[src/pkg/spsel_defines.svh]
// Purpose: offsets, field positions, reset values and codes for the pin select block
// Assumes: classic wishbone, 32-bit data, byte addresses
// Notes: definitions only
`ifndef SPSEL_DEFINES_SVH
`define SPSEL_DEFINES_SVH
`define SPSEL_OFF_CFG_A      6'h00
`define SPSEL_OFF_CFG_B      6'h04
`define SPSEL_OFF_CFG_C      6'h08
`define SPSEL_OFF_FIFO_STAT  6'h0c
`define SPSEL_OFF_IRQ_STAT   6'h10
`define SPSEL_OFF_IRQ_MASK   6'h14
`define SPSEL_SEL_MSB        5
`define SPSEL_INV_BIT        6
`define SPSEL_TEMP_BIT       7
`define SPSEL_RST_CFG_A      8'h3f
`define SPSEL_RST_CFG_B      8'h2e
`define SPSEL_RST_CFG_C      8'h29
`define SPSEL_TEMP_CODE      8'h80
`define SPSEL_SEL_RX_THR     6'h00
`define SPSEL_SEL_RX_PKT     6'h01
`define SPSEL_SEL_TX_THR     6'h02
`define SPSEL_SEL_TX_FULL    6'h03
`define SPSEL_SEL_RX_OVF     6'h04
`define SPSEL_SEL_TX_UNF     6'h05
`define SPSEL_SEL_HIZ        6'h2e
`define SPSEL_SEL_CLK_DIV    6'h3f
`define SPSEL_SLEEP_LIMIT    6'h20
`define SPSEL_CLK_DIV        8'd192
`define SPSEL_CLK_HALF       8'd96
`endif

[src/pkg/spsel_pkg.sv]
// Purpose: types for the pin select block
// Assumes: nothing
// Notes: fifo events travel as one struct
package spsel_pkg;
	typedef struct packed {
		logic rx_at_thr;
		logic rx_end_pkt;
		logic rx_empty;
		logic rx_overflow;
		logic rx_flush;
		logic tx_at_thr;
		logic tx_full;
		logic tx_underflow;
		logic tx_flush;
	} spsel_fifo_t;
	typedef enum logic [1:0] {
		SPSEL_AWAKE   = 2'b00,
		SPSEL_ASLEEP  = 2'b01,
		SPSEL_WAKING  = 2'b10
	} spsel_power_t;
endpackage : spsel_pkg

[src/spsel_top.sv]
// Purpose: status output pin select for three digital pins
// Assumes: fifo and power signals are on clk_in; chip select and serial data come from pins
// Notes: pin b output enable low means the pin floats
// How it works
// - three pins, each driven by the signal its own 6-bit select field picks
// - pin b shows its selection only while chip select is high, else serial data
// - pin b floats after reset
// - pin a gives crystal clock divided by 192 after reset
// - writing 0x80 to pin a config routes temperature sensor to pin a
// - in sleep with select below 0x20, pins a and c take polarity, b its complement
// - forced sleep levels hold until core ready goes low
// - select 0x20 or above keeps working in sleep
// - pin b select 0x2e floats the pin while chip select is high; while it is low, serial data drives the pin
// - select 0x00 follows receive fifo at or above threshold
// - select 0x01 sets on threshold or end of packet, clears on receive empty
// - select 0x02 follows transmit fifo at or above threshold
// - select 0x03 sets on transmit full, clears below threshold
// - select 0x04 sets on receive overflow, clears on receive flush
// - select 0x05 sets on transmit underflow, clears on transmit flush
//
// Implementation choices: the Wishbone register port and the register addresses.
`timescale 1ns/1ps
`default_nettype none
`include "spsel_defines.svh"
module spsel_top (
	input  wire logic               clk_in,
	input  wire logic               rst_n_in,
	input  wire logic [5:0]         wb_adr_in,
	input  wire logic [31:0]        wb_dat_in,
	input  wire logic [3:0]         wb_sel_in,
	input  wire logic               wb_we_in,
	input  wire logic               wb_cyc_in,
	input  wire logic               wb_stb_in,
	output logic      [31:0]        wb_dat_out,
	output logic                    wb_ack_out,
	output logic                    irq_out,
	input  wire spsel_pkg::spsel_fifo_t fifo_in,
	input  wire logic               sleep_in,
	input  wire logic               core_ready_n_in,
	input  wire logic               chip_select_n_in,
	input  wire logic               serial_data_in,
	output logic                    out_pin_a_out,
	output logic                    out_pin_a_oe_out,
	output logic                    temp_sensor_en_out,
	output logic                    out_pin_b_out,
	output logic                    out_pin_b_oe_out,
	output logic                    out_pin_c_out,
	output logic                    out_pin_c_oe_out
);
	logic [7:0] pin_a_config;
	logic [7:0] pin_b_config;
	logic [7:0] pin_c_config;
	logic [5:0] irq_stat;
	logic [5:0] irq_mask;
	logic       rx_pkt_q;
	logic       tx_full_q;
	logic       rx_ovf_q;
	logic       tx_unf_q;
	logic [7:0] div_cnt;
	logic       div_clk;
	logic [1:0] cs_sync;
	logic [1:0] sd_sync;
	logic       wake_seen;
	spsel_pkg::spsel_power_t power_state;
	spsel_pkg::spsel_power_t next_power_state;

	// bus decode; one-cycle registered ack, one wait state
	wire        bus_req   = wb_cyc_in & wb_stb_in & ~wb_ack_out;
	wire        bus_wr    = bus_req & wb_we_in & wb_sel_in[0];
	wire        hit_a     = wb_adr_in == `SPSEL_OFF_CFG_A;
	wire        hit_b     = wb_adr_in == `SPSEL_OFF_CFG_B;
	wire        hit_c     = wb_adr_in == `SPSEL_OFF_CFG_C;
	wire        hit_fs    = wb_adr_in == `SPSEL_OFF_FIFO_STAT;
	wire        hit_is    = wb_adr_in == `SPSEL_OFF_IRQ_STAT;
	wire        hit_im    = wb_adr_in == `SPSEL_OFF_IRQ_MASK;
	wire [5:0]  fifo_view = {tx_unf_q, rx_ovf_q, tx_full_q, fifo_in.tx_at_thr,
		rx_pkt_q, fifo_in.rx_at_thr};
	wire [7:0]  next_rdata = hit_a ? pin_a_config :
		hit_b ? pin_b_config :
		hit_c ? pin_c_config :
		hit_fs ? {2'b00, fifo_view} :
		hit_is ? {2'b00, irq_stat} :
		hit_im ? {2'b00, irq_mask} : 8'h00;

	// sticky event flags
	wire rx_pkt_set  = fifo_in.rx_at_thr | fifo_in.rx_end_pkt;
	wire next_rx_pkt = rx_pkt_set | (rx_pkt_q & ~fifo_in.rx_empty);
	wire next_tx_full = fifo_in.tx_full | (tx_full_q & fifo_in.tx_at_thr);
	wire next_rx_ovf = fifo_in.rx_overflow | (rx_ovf_q & ~fifo_in.rx_flush);
	wire next_tx_unf = fifo_in.tx_underflow | (tx_unf_q & ~fifo_in.tx_flush);
	wire [5:0] irq_set = {fifo_in.tx_underflow, fifo_in.rx_overflow, fifo_in.tx_full,
		1'b0, fifo_in.rx_end_pkt, 1'b0};
	wire [5:0] irq_clr = (bus_wr & hit_is) ? wb_dat_in[5:0] : 6'h00;
	// set wins over a clear landing in the same cycle
	wire [5:0] next_irq_stat = irq_set | (irq_stat & ~irq_clr);
	wire [5:0] next_irq_mask = (bus_wr && hit_im) ? wb_dat_in[5:0] : irq_mask;

	always_ff @(posedge clk_in or negedge rst_n_in)
	begin
		if (!rst_n_in)
		begin
			pin_a_config <= `SPSEL_RST_CFG_A;
			pin_b_config <= `SPSEL_RST_CFG_B;
			pin_c_config <= `SPSEL_RST_CFG_C;
			irq_mask     <= 6'h00;
			irq_stat     <= 6'h00;
			wb_ack_out   <= 1'b0;
			wb_dat_out   <= 32'h0000_0000;
		end
		else
		begin
			if (bus_wr && hit_a)
				pin_a_config <= wb_dat_in[7:0];
			if (bus_wr && hit_b)
				pin_b_config <= wb_dat_in[7:0];
			if (bus_wr && hit_c)
				pin_c_config <= wb_dat_in[7:0];
			irq_mask   <= next_irq_mask;
			irq_stat   <= next_irq_stat;
			wb_ack_out <= bus_req;
			wb_dat_out <= {24'h00_0000, next_rdata};
		end
	end

	always_ff @(posedge clk_in or negedge rst_n_in)
	begin
		if (!rst_n_in)
		begin
			rx_pkt_q  <= 1'b0;
			tx_full_q <= 1'b0;
			rx_ovf_q  <= 1'b0;
			tx_unf_q  <= 1'b0;
			irq_out   <= 1'b0;
		end
		else
		begin
			rx_pkt_q  <= next_rx_pkt;
			tx_full_q <= next_tx_full;
			rx_ovf_q  <= next_rx_ovf;
			tx_unf_q  <= next_tx_unf;
			irq_out   <= |(next_irq_stat & next_irq_mask);
		end
	end

	// crystal clock divider, 50 percent duty
	wire div_wrap = div_cnt == (`SPSEL_CLK_DIV - 8'd1);
	wire div_half = div_cnt == (`SPSEL_CLK_HALF - 8'd1);
	always_ff @(posedge clk_in or negedge rst_n_in)
	begin
		if (!rst_n_in)
		begin
			div_cnt <= 8'h00;
			div_clk <= 1'b0;
		end
		else
		begin
			div_cnt <= div_wrap ? 8'h00 : div_cnt + 8'd1;
			if (div_wrap || div_half)
				div_clk <= ~div_clk;
		end
	end

	// pin synchronisers; first stage read only by second
	always_ff @(posedge clk_in or negedge rst_n_in)
	begin
		if (!rst_n_in)
		begin
			cs_sync <= 2'b11;
			sd_sync <= 2'b00;
		end
		else
		begin
			cs_sync <= {cs_sync[0], chip_select_n_in};
			sd_sync <= {sd_sync[0], serial_data_in};
		end
	end
	wire cs_n_s = cs_sync[1];

	// power: forced levels hold after sleep ends until core ready goes low
	always_comb
	begin
		next_power_state = power_state;
		case (power_state)
			spsel_pkg::SPSEL_AWAKE:
				if (sleep_in)
					next_power_state = spsel_pkg::SPSEL_ASLEEP;
			spsel_pkg::SPSEL_ASLEEP:
				if (!sleep_in)
					next_power_state = spsel_pkg::SPSEL_WAKING;
			spsel_pkg::SPSEL_WAKING:
				if (!core_ready_n_in)
					next_power_state = spsel_pkg::SPSEL_AWAKE;
			default:
				next_power_state = spsel_pkg::SPSEL_AWAKE;
		endcase
	end
	always_ff @(posedge clk_in or negedge rst_n_in)
	begin
		if (!rst_n_in)
			power_state <= spsel_pkg::SPSEL_AWAKE;
		else
			power_state <= next_power_state;
	end
	assign wake_seen = power_state != spsel_pkg::SPSEL_AWAKE;
	wire forced = wake_seen | sleep_in;

	// per-pin source select
	logic [2:0][7:0] cfg;
	logic [2:0]      next_lvl;
	logic [2:0]      next_oe;
	assign cfg = {pin_c_config, pin_b_config, pin_a_config};
	genvar gi;
	generate
		for (gi = 0; gi < 3; gi = gi + 1)
		begin : g_pin
			wire [5:0] sel = cfg[gi][`SPSEL_SEL_MSB:0];
			wire       inv = cfg[gi][`SPSEL_INV_BIT];
			wire       src = (sel == `SPSEL_SEL_RX_THR)  ? fifo_in.rx_at_thr :
				(sel == `SPSEL_SEL_RX_PKT)  ? rx_pkt_q :
				(sel == `SPSEL_SEL_TX_THR)  ? fifo_in.tx_at_thr :
				(sel == `SPSEL_SEL_TX_FULL) ? tx_full_q :
				(sel == `SPSEL_SEL_RX_OVF)  ? rx_ovf_q :
				(sel == `SPSEL_SEL_TX_UNF)  ? tx_unf_q :
				(sel == `SPSEL_SEL_CLK_DIV) ? div_clk : 1'b0;
			wire       low_sel = sel < `SPSEL_SLEEP_LIMIT;
			wire       force_lvl = (gi == 1) ? ~inv : inv;
			wire       hiz = (gi == 1) && (sel == `SPSEL_SEL_HIZ);
			// low codes are forced while asleep; high codes run on
			assign next_lvl[gi] = (forced && low_sel) ? force_lvl : (src ^ inv);
			assign next_oe[gi]  = ~hiz;
		end
	endgenerate

	// pin b is shared with serial read data while selected
	wire temp_on = pin_a_config == `SPSEL_TEMP_CODE;
	wire next_b_lvl = cs_n_s ? next_lvl[1] : sd_sync[1];
	wire next_b_oe  = cs_n_s ? next_oe[1] : 1'b1;

	always_ff @(posedge clk_in or negedge rst_n_in)
	begin
		if (!rst_n_in)
		begin
			out_pin_a_out      <= 1'b0;
			out_pin_a_oe_out   <= 1'b1;
			temp_sensor_en_out <= 1'b0;
			out_pin_b_out      <= 1'b0;
			out_pin_b_oe_out   <= 1'b0;
			out_pin_c_out      <= 1'b0;
			out_pin_c_oe_out   <= 1'b1;
		end
		else
		begin
			// analog sensor takes the pin, digital driver released
			out_pin_a_out      <= temp_on ? 1'b0 : next_lvl[0];
			out_pin_a_oe_out   <= ~temp_on;
			temp_sensor_en_out <= temp_on;
			out_pin_b_out      <= next_b_lvl;
			out_pin_b_oe_out   <= next_b_oe;
			out_pin_c_out      <= next_lvl[2];
			out_pin_c_oe_out   <= next_oe[2];
		end
	end

	a_reset_b_float: assert property (@(posedge clk_in)
		$rose(rst_n_in) |-> !out_pin_b_oe_out)
		else $error("pin b drives right after reset");
	a_hiz_b_sel: assert property (@(posedge clk_in) disable iff (!rst_n_in)
		(pin_b_config[5:0] == `SPSEL_SEL_HIZ && cs_n_s) |=> !out_pin_b_oe_out)
		else $error("pin b drives with float select");
	a_serial_b_data: assert property (@(posedge clk_in) disable iff (!rst_n_in)
		!cs_n_s |=> (out_pin_b_oe_out && out_pin_b_out == $past(sd_sync[1])))
		else $error("pin b not carrying serial data");
	a_temp_route_a: assert property (@(posedge clk_in) disable iff (!rst_n_in)
		temp_on |=> (temp_sensor_en_out && !out_pin_a_oe_out))
		else $error("temperature sensor not routed");
	a_sleep_force_c: assert property (@(posedge clk_in) disable iff (!rst_n_in)
		(sleep_in && pin_c_config[5:0] < `SPSEL_SLEEP_LIMIT)
		|=> out_pin_c_out == $past(pin_c_config[6]))
		else $error("pin c not forced in sleep");
	a_wake_hold: assert property (@(posedge clk_in) disable iff (!rst_n_in)
		(power_state == spsel_pkg::SPSEL_WAKING && core_ready_n_in)
		|=> power_state != spsel_pkg::SPSEL_AWAKE)
		else $error("forced level released before core ready");
	a_ovf_sticky: assert property (@(posedge clk_in) disable iff (!rst_n_in)
		(rx_ovf_q && !fifo_in.rx_flush) |=> rx_ovf_q)
		else $error("overflow flag dropped without flush");
	a_unf_sticky: assert property (@(posedge clk_in) disable iff (!rst_n_in)
		fifo_in.tx_underflow |=> tx_unf_q ##1 (tx_unf_q || $past(fifo_in.tx_flush)))
		else $error("underflow flag lost");
	a_pkt_clear: assert property (@(posedge clk_in) disable iff (!rst_n_in)
		(fifo_in.rx_empty && !rx_pkt_set) |=> !rx_pkt_q)
		else $error("packet flag not cleared on empty");
	a_full_clear: assert property (@(posedge clk_in) disable iff (!rst_n_in)
		(!fifo_in.tx_at_thr && !fifo_in.tx_full) |=> !tx_full_q)
		else $error("full flag not cleared below threshold");
	a_clk_period: assert property (@(posedge clk_in) disable iff (!rst_n_in)
		$rose(div_clk) |-> ##96 $fell(div_clk) ##96 $rose(div_clk))
		else $error("divided clock period wrong");
	a_irq_level: assert property (@(posedge clk_in) disable iff (!rst_n_in)
		irq_out == |(irq_stat & irq_mask))
		else $error("interrupt level differs from masked status");
	a_ack_pulse: assert property (@(posedge clk_in) disable iff (!rst_n_in)
		wb_ack_out |=> !wb_ack_out)
		else $error("ack held longer than one cycle");
	// the first five pin level checks sit on pin c: no sensor and no serial sharing there
	a_rx_thr_pin: assert property (@(posedge clk_in) disable iff (!rst_n_in)
		(pin_c_config[5:0] == `SPSEL_SEL_RX_THR && !forced)
		|=> out_pin_c_out == ($past(fifo_in.rx_at_thr) ^ $past(pin_c_config[6])))
		else $error("pin c not following receive threshold");
	a_pkt_pin: assert property (@(posedge clk_in) disable iff (!rst_n_in)
		(pin_c_config[5:0] == `SPSEL_SEL_RX_PKT && !forced)
		|=> out_pin_c_out == ($past(rx_pkt_q) ^ $past(pin_c_config[6])))
		else $error("pin c not showing packet flag");
	a_tx_thr_pin: assert property (@(posedge clk_in) disable iff (!rst_n_in)
		(pin_c_config[5:0] == `SPSEL_SEL_TX_THR && !forced)
		|=> out_pin_c_out == ($past(fifo_in.tx_at_thr) ^ $past(pin_c_config[6])))
		else $error("pin c not following transmit threshold");
	a_unf_pin: assert property (@(posedge clk_in) disable iff (!rst_n_in)
		(pin_c_config[5:0] == `SPSEL_SEL_TX_UNF && !forced)
		|=> out_pin_c_out == ($past(tx_unf_q) ^ $past(pin_c_config[6])))
		else $error("pin c not showing underflow flag");
	a_undef_low: assert property (@(posedge clk_in) disable iff (!rst_n_in)
		(pin_c_config[5:0] >= `SPSEL_SLEEP_LIMIT && pin_c_config[5:0] != `SPSEL_SEL_CLK_DIV)
		|=> out_pin_c_out == $past(pin_c_config[6]))
		else $error("undefined select not at fixed level");
	a_sleep_force_a: assert property (@(posedge clk_in) disable iff (!rst_n_in)
		(sleep_in && pin_a_config[5:0] < `SPSEL_SLEEP_LIMIT && !temp_on)
		|=> out_pin_a_out == $past(pin_a_config[6]))
		else $error("pin a not forced in sleep");
	a_sleep_force_b: assert property (@(posedge clk_in) disable iff (!rst_n_in)
		(sleep_in && cs_n_s && pin_b_config[5:0] < `SPSEL_SLEEP_LIMIT)
		|=> out_pin_b_out == !$past(pin_b_config[6]))
		else $error("pin b not forced to complement in sleep");
	a_sleep_run_c: assert property (@(posedge clk_in) disable iff (!rst_n_in)
		(sleep_in && pin_c_config[5:0] == `SPSEL_SEL_CLK_DIV)
		|=> out_pin_c_out == ($past(div_clk) ^ $past(pin_c_config[6])))
		else $error("high select stopped in sleep");
	a_clk_on_a: assert property (@(posedge clk_in) disable iff (!rst_n_in)
		(pin_a_config[5:0] == `SPSEL_SEL_CLK_DIV && !pin_a_config[6])
		|=> out_pin_a_out == $past(div_clk))
		else $error("pin a not carrying divided clock");
	a_wake_release: assert property (@(posedge clk_in) disable iff (!rst_n_in)
		(power_state == spsel_pkg::SPSEL_WAKING && !core_ready_n_in)
		|=> power_state == spsel_pkg::SPSEL_AWAKE)
		else $error("forced level kept after core ready");
	a_sel_b_pin: assert property (@(posedge clk_in) disable iff (!rst_n_in)
		(cs_n_s && pin_b_config[5:0] == `SPSEL_SEL_RX_THR && !forced)
		|=> out_pin_b_out == ($past(fifo_in.rx_at_thr) ^ $past(pin_b_config[6])))
		else $error("pin b not following its select");
	a_sel_a_pin: assert property (@(posedge clk_in) disable iff (!rst_n_in)
		(pin_a_config[5:0] == `SPSEL_SEL_TX_THR && !forced)
		|=> out_pin_a_out == ($past(fifo_in.tx_at_thr) ^ $past(pin_a_config[6])))
		else $error("pin a not following its select");
	a_pkt_set: assert property (@(posedge clk_in) disable iff (!rst_n_in)
		rx_pkt_set |=> rx_pkt_q)
		else $error("packet flag not set");
	a_full_set: assert property (@(posedge clk_in) disable iff (!rst_n_in)
		fifo_in.tx_full |=> tx_full_q)
		else $error("full flag not set");
	a_ovf_set: assert property (@(posedge clk_in) disable iff (!rst_n_in)
		fifo_in.rx_overflow |=> rx_ovf_q)
		else $error("overflow flag not set");
	a_drive_a: assert property (@(posedge clk_in) disable iff (!rst_n_in)
		!temp_on |=> out_pin_a_oe_out)
		else $error("pin a released without sensor");
	c_sleep_wake: cover property (@(posedge clk_in) disable iff (!rst_n_in)
		power_state == spsel_pkg::SPSEL_WAKING ##1 power_state == spsel_pkg::SPSEL_AWAKE);
	c_serial_read: cover property (@(posedge clk_in) disable iff (!rst_n_in)
		!cs_n_s ##1 cs_n_s);
	c_ovf_flush: cover property (@(posedge clk_in) disable iff (!rst_n_in)
		rx_ovf_q ##1 !rx_ovf_q);
	c_temp_on: cover property (@(posedge clk_in) disable iff (!rst_n_in)
		temp_sensor_en_out);
	c_unf_flush: cover property (@(posedge clk_in) disable iff (!rst_n_in)
		tx_unf_q ##1 !tx_unf_q);
endmodule : spsel_top
`default_nettype wire

[config.mk]
export PLATFORM = sky130hd
export DESIGN_NAME = spsel_top
export DESIGN_NICKNAME = d
export VERILOG_FILES = /design/src/pkg/spsel_pkg.sv /design/src/spsel_top.sv
export VERILOG_INCLUDE_DIRS = /design/src /design/src/pkg
export SDC_FILE = /design/constraint.sdc
export NUM_CORES = 1
export LEC_CHECK = 0
export ABC_AREA = 1
export BUFFER_PORTS_ARGS = -buffer_cell sky130_fd_sc_hd__buf_4
export CORE_UTILIZATION = 40
export CTS_BUF_LIST = sky130_fd_sc_hd__clkbuf_4 sky130_fd_sc_hd__clkbuf_8
export DETAILED_ROUTE_END_ITERATION = 10
export PLACE_DENSITY = 0.75
export SKIP_CTS_REPAIR_TIMING = 1
export SYNTH_ARGS = -nofsm -noshare
export SYNTH_HDL_FRONTEND = slang
export SYNTH_SLANG_ARGS = --single-unit
[constraint.sdc]
create_clock -name clk_in -period 1.7 [get_ports clk_in]
set_input_delay 0.17 -clock clk_in [delete_from_list [all_inputs] [get_ports clk_in]]
set_output_delay 0.17 -clock clk_in [all_outputs]
set_load 0.1 [all_outputs]
==> results.cfg <==
[floorplan]
initial_utilization_pct = 41.13
die_h_um = 96.70
die_w_um = 96.70
dieArea_um2 = 9351
std_cell_rows = 34
core-area_um2 = 8721
ios = 101

[placement]
dp_cells = 589
dp_hpwl_mm = 6.168
dp_slack_ps = 201.8
portBuffers = 48
place_congestion = 0.8795
placed_cell_area_um2 = 3985

[cells_and_area]
final_area_um2 = 4228
layout.nets = 556
synthToLayoutAreaGrowth_pct = 17.86
n_fill_cell = 859
diodes = 0
instances_no_fill = 608
drive_gt1_share_pct = 21.60

[global_route]
grt_pass1_wl_mm = 13.73
grt_start_max_net_pins = 38
grt_usage_pct = 18.63
grt_overflow = 0
grt_pass1_vias = 2838
antenna_found_initial = 0

[yosys]
syn_area_um2 = 3587
synth_cells = 438
synth_cell_type_count = 30
syn_area_per_cell_um2 = 8.190
synth.top_cell.area_share_pct = 38.37
synth_seq_cells = 71
synth_top_cell_by_area = dfrtp_1
ys_seq_area_share_pct = 50.09
synthTopCellsByArea = dfrtp_1 38%, nand2_1 12%, dfstp_2 12%, inv_1 6.2%, buf_4 5.2%
yosys_warnings = 0

[clock_network]
htree_levels = 3
cts.sinks = 71
clk_path_buf_depth = 2
tritoncts = done
path_clk_slew_ps = 70
cts_buffers = 9
root_buffer = clkbuf_8
worstSkewPairLatency_ps = 350

[critical_path]
path_common_cell = nand2_1
crit_required_ps = 1930
crit_chain = ha_1, nand2_1, nor2_1, nand2_1, nor3_1, nand2_1, inv_1, a21oi_1
end_kind = flip-flop
start_kind = flip-flop
crit_buf_inv = 1
path_max_fanout = 4
worstSetupPathType = flip-flop to flip-flop
worstPathArrival_ps = 1750
cp_slowest_cell = dfrtp_1
cp_top_family = simple AND/OR/NAND/NOR gates
critPathMaxStageDelay_ps = 380

[status]
failed_checks = hold timing
status = complete, but fails checks

[sta]
finalHoldViolations = 1
fin_crit_sh_pct = 89.52
worst_slack_ps = 178.1
setup_violations = 0
skew_ps = 12.69
hold_ws_ps = -2.071
rsz0062_at_grt = false
fin_crit_ps = 1522
fmaxAchievable_ghz = 0.6571
tns_ps = 0
slew_violations = 0

[route]
firstDrtPassIters = 4
drc = 0
vias_per_cell = 4.877
postRouteAntennaNets = 0
post_drt_wl_per_cell_um = 13.50
wirelength_mm = 8.209
dr.first_iter.drc_count = 179
vias = 2965

[power]
pwr-share-comb_pct = 15.6
p_switching_mw = 1.112
p_leak_nw = 2.100
seqPwrFrac_pct = 46.9
swShare_pct = 29.43
p_int_mw = 2.667
ir_drop_uv = 353.9
power.total_mw = 3.779
p_clk_share_pct = 37.4
power.density_nw_per_um2 = 893.8

[run]
max-cap-violations = 0

[hold_path]
hold_path.class = input pin to flip-flop
power by group through the flow:
| stage | sequential (mW) | clock [mW] | combinational [mW] |
|---|---|---|---|
| 2_1_floorplan | 1.87 | 0 | 0.397 |
| 3_3_place_gp | 1.80 | 0 | 0.579 |
| 3_5_place_dp | 1.80 | 0 | 0.587 |
| 4_1_cts | 1.77 | 1.44 | 0.588 |
| 5_1_grt | 1.78 | 1.52 | 0.629 |
| 6_report | 1.77 | 1.41 | 0.591 |
sequential cells by signal, summed over array words and instances (netlist names), 2 cells and up:
register,flops
pin_a_config,8
irq_mask,6
pin_b_config,8
sd_sync,2
cs_sync,2
irq_stat,6
pin_c_config,8
div_cnt,8
wb_dat_out,8
power_state,2
area by class of cell:
cell class | count | area (um2) | share of cell area (%)
flip-flops and latches | 71 | 1798 | 42.53
multi-input cells | 298 | 1419 | 33.56
repair buffers | 53 | 430.4 | 10.18
inverters | 62 | 232.7 | 5.505
clock buffers | 13 | 172.7 | 4.084
well taps | 108 | 135.1 | 3.196
clock inverters | 3 | 40.04 | 0.9470
cell usage after synthesis (all sizes together):
cell and number:
nand3 30, inv 62, nor3 7, o211ai 2, dfrtp 55, o2111ai 6
nand4 9, conb 2, o21ai 41, a21oi 4, nand3b 1, nor2 37
ha 1, o31ai 1, o221ai 2, dfstp 16, nand2 130, buf 30
xor2 2
cells in the final DEF, fill, tap and decap left out, drive strengths merged:
cell         count
inv             62
nor2            37
dlygate4sd3      3
dfrtp           55
ha               1
clkbuf          13
bufinv           1
o21ai           41
clkinv           2
nand3           30
xor2             2
dfstp           16
nand4            9
a21oi            4
buf             50
o221ai           2
o2111ai          6
nand2          130
o31ai            1
o211ai           2
nand3b           1
nor3             7
conb            25
layer usage:
layer	up-vias	global-route usage (%)	share of wire [%]	routed length, um
met3	14	4.263	5.5	448
met4	0	6.085	1.9	152
met1	1396	25.52	46	3806
met2	96	29.25	46	3802
li1	1459	-	-	-
met5	-	0	0	0
path summary, 6_finish.rpt:
kind	from	endpoint	slack, ps	cells past startpoint
setup / recovery	div_cnt[0]	div_cnt[6]	180	8
hold / removal	fifo_in[4]	rx_ovf_q	-2	2
setup reg to reg	div_cnt[0]	div_cnt[6]	180	8
hold reg to reg	sd_sync[0]	sd_sync[1]	330	0
max in group asynchronous	rst_n_in	pin_b_config[3]	760	3
min in group asynchronous	rst_n_in	wb_dat_out[3]	320	2
worst reg2reg max path, cell delays in order (launching register included):
cell and delay [ps]:
dfrtp_1 380, ha_1 200, nand2_1 70, nor2_1 90, nand2_1 100, nor3_1 230, nand2_1 120, inv_1 140
a21oi_1 70
stage by stage:
step	utilization [%]	hold WS [ps]
2_1_floorplan	-	-125.6
3_3_place_gp	45.70	156.1
3_5_place_dp	45.70	161.5
4_1_cts	48.13	-215.2
5_1_grt	48.48	3.768
6_report	48.48	-2.071
cells by family (layout without fill, tap and decap cells):
group	Yosys count	after routing	synth area share, %
compound gates	56	56	9.174
xor+xnor	2	2	0.4884
fa+ha+maj	1	1	0.3487
buf+inv	92	131	12.77
flops	71	71	50.09
other cells	2	25	0.2094
simple gates	214	214	26.93
Note: power is estimated with default switching activity, not from simulation.
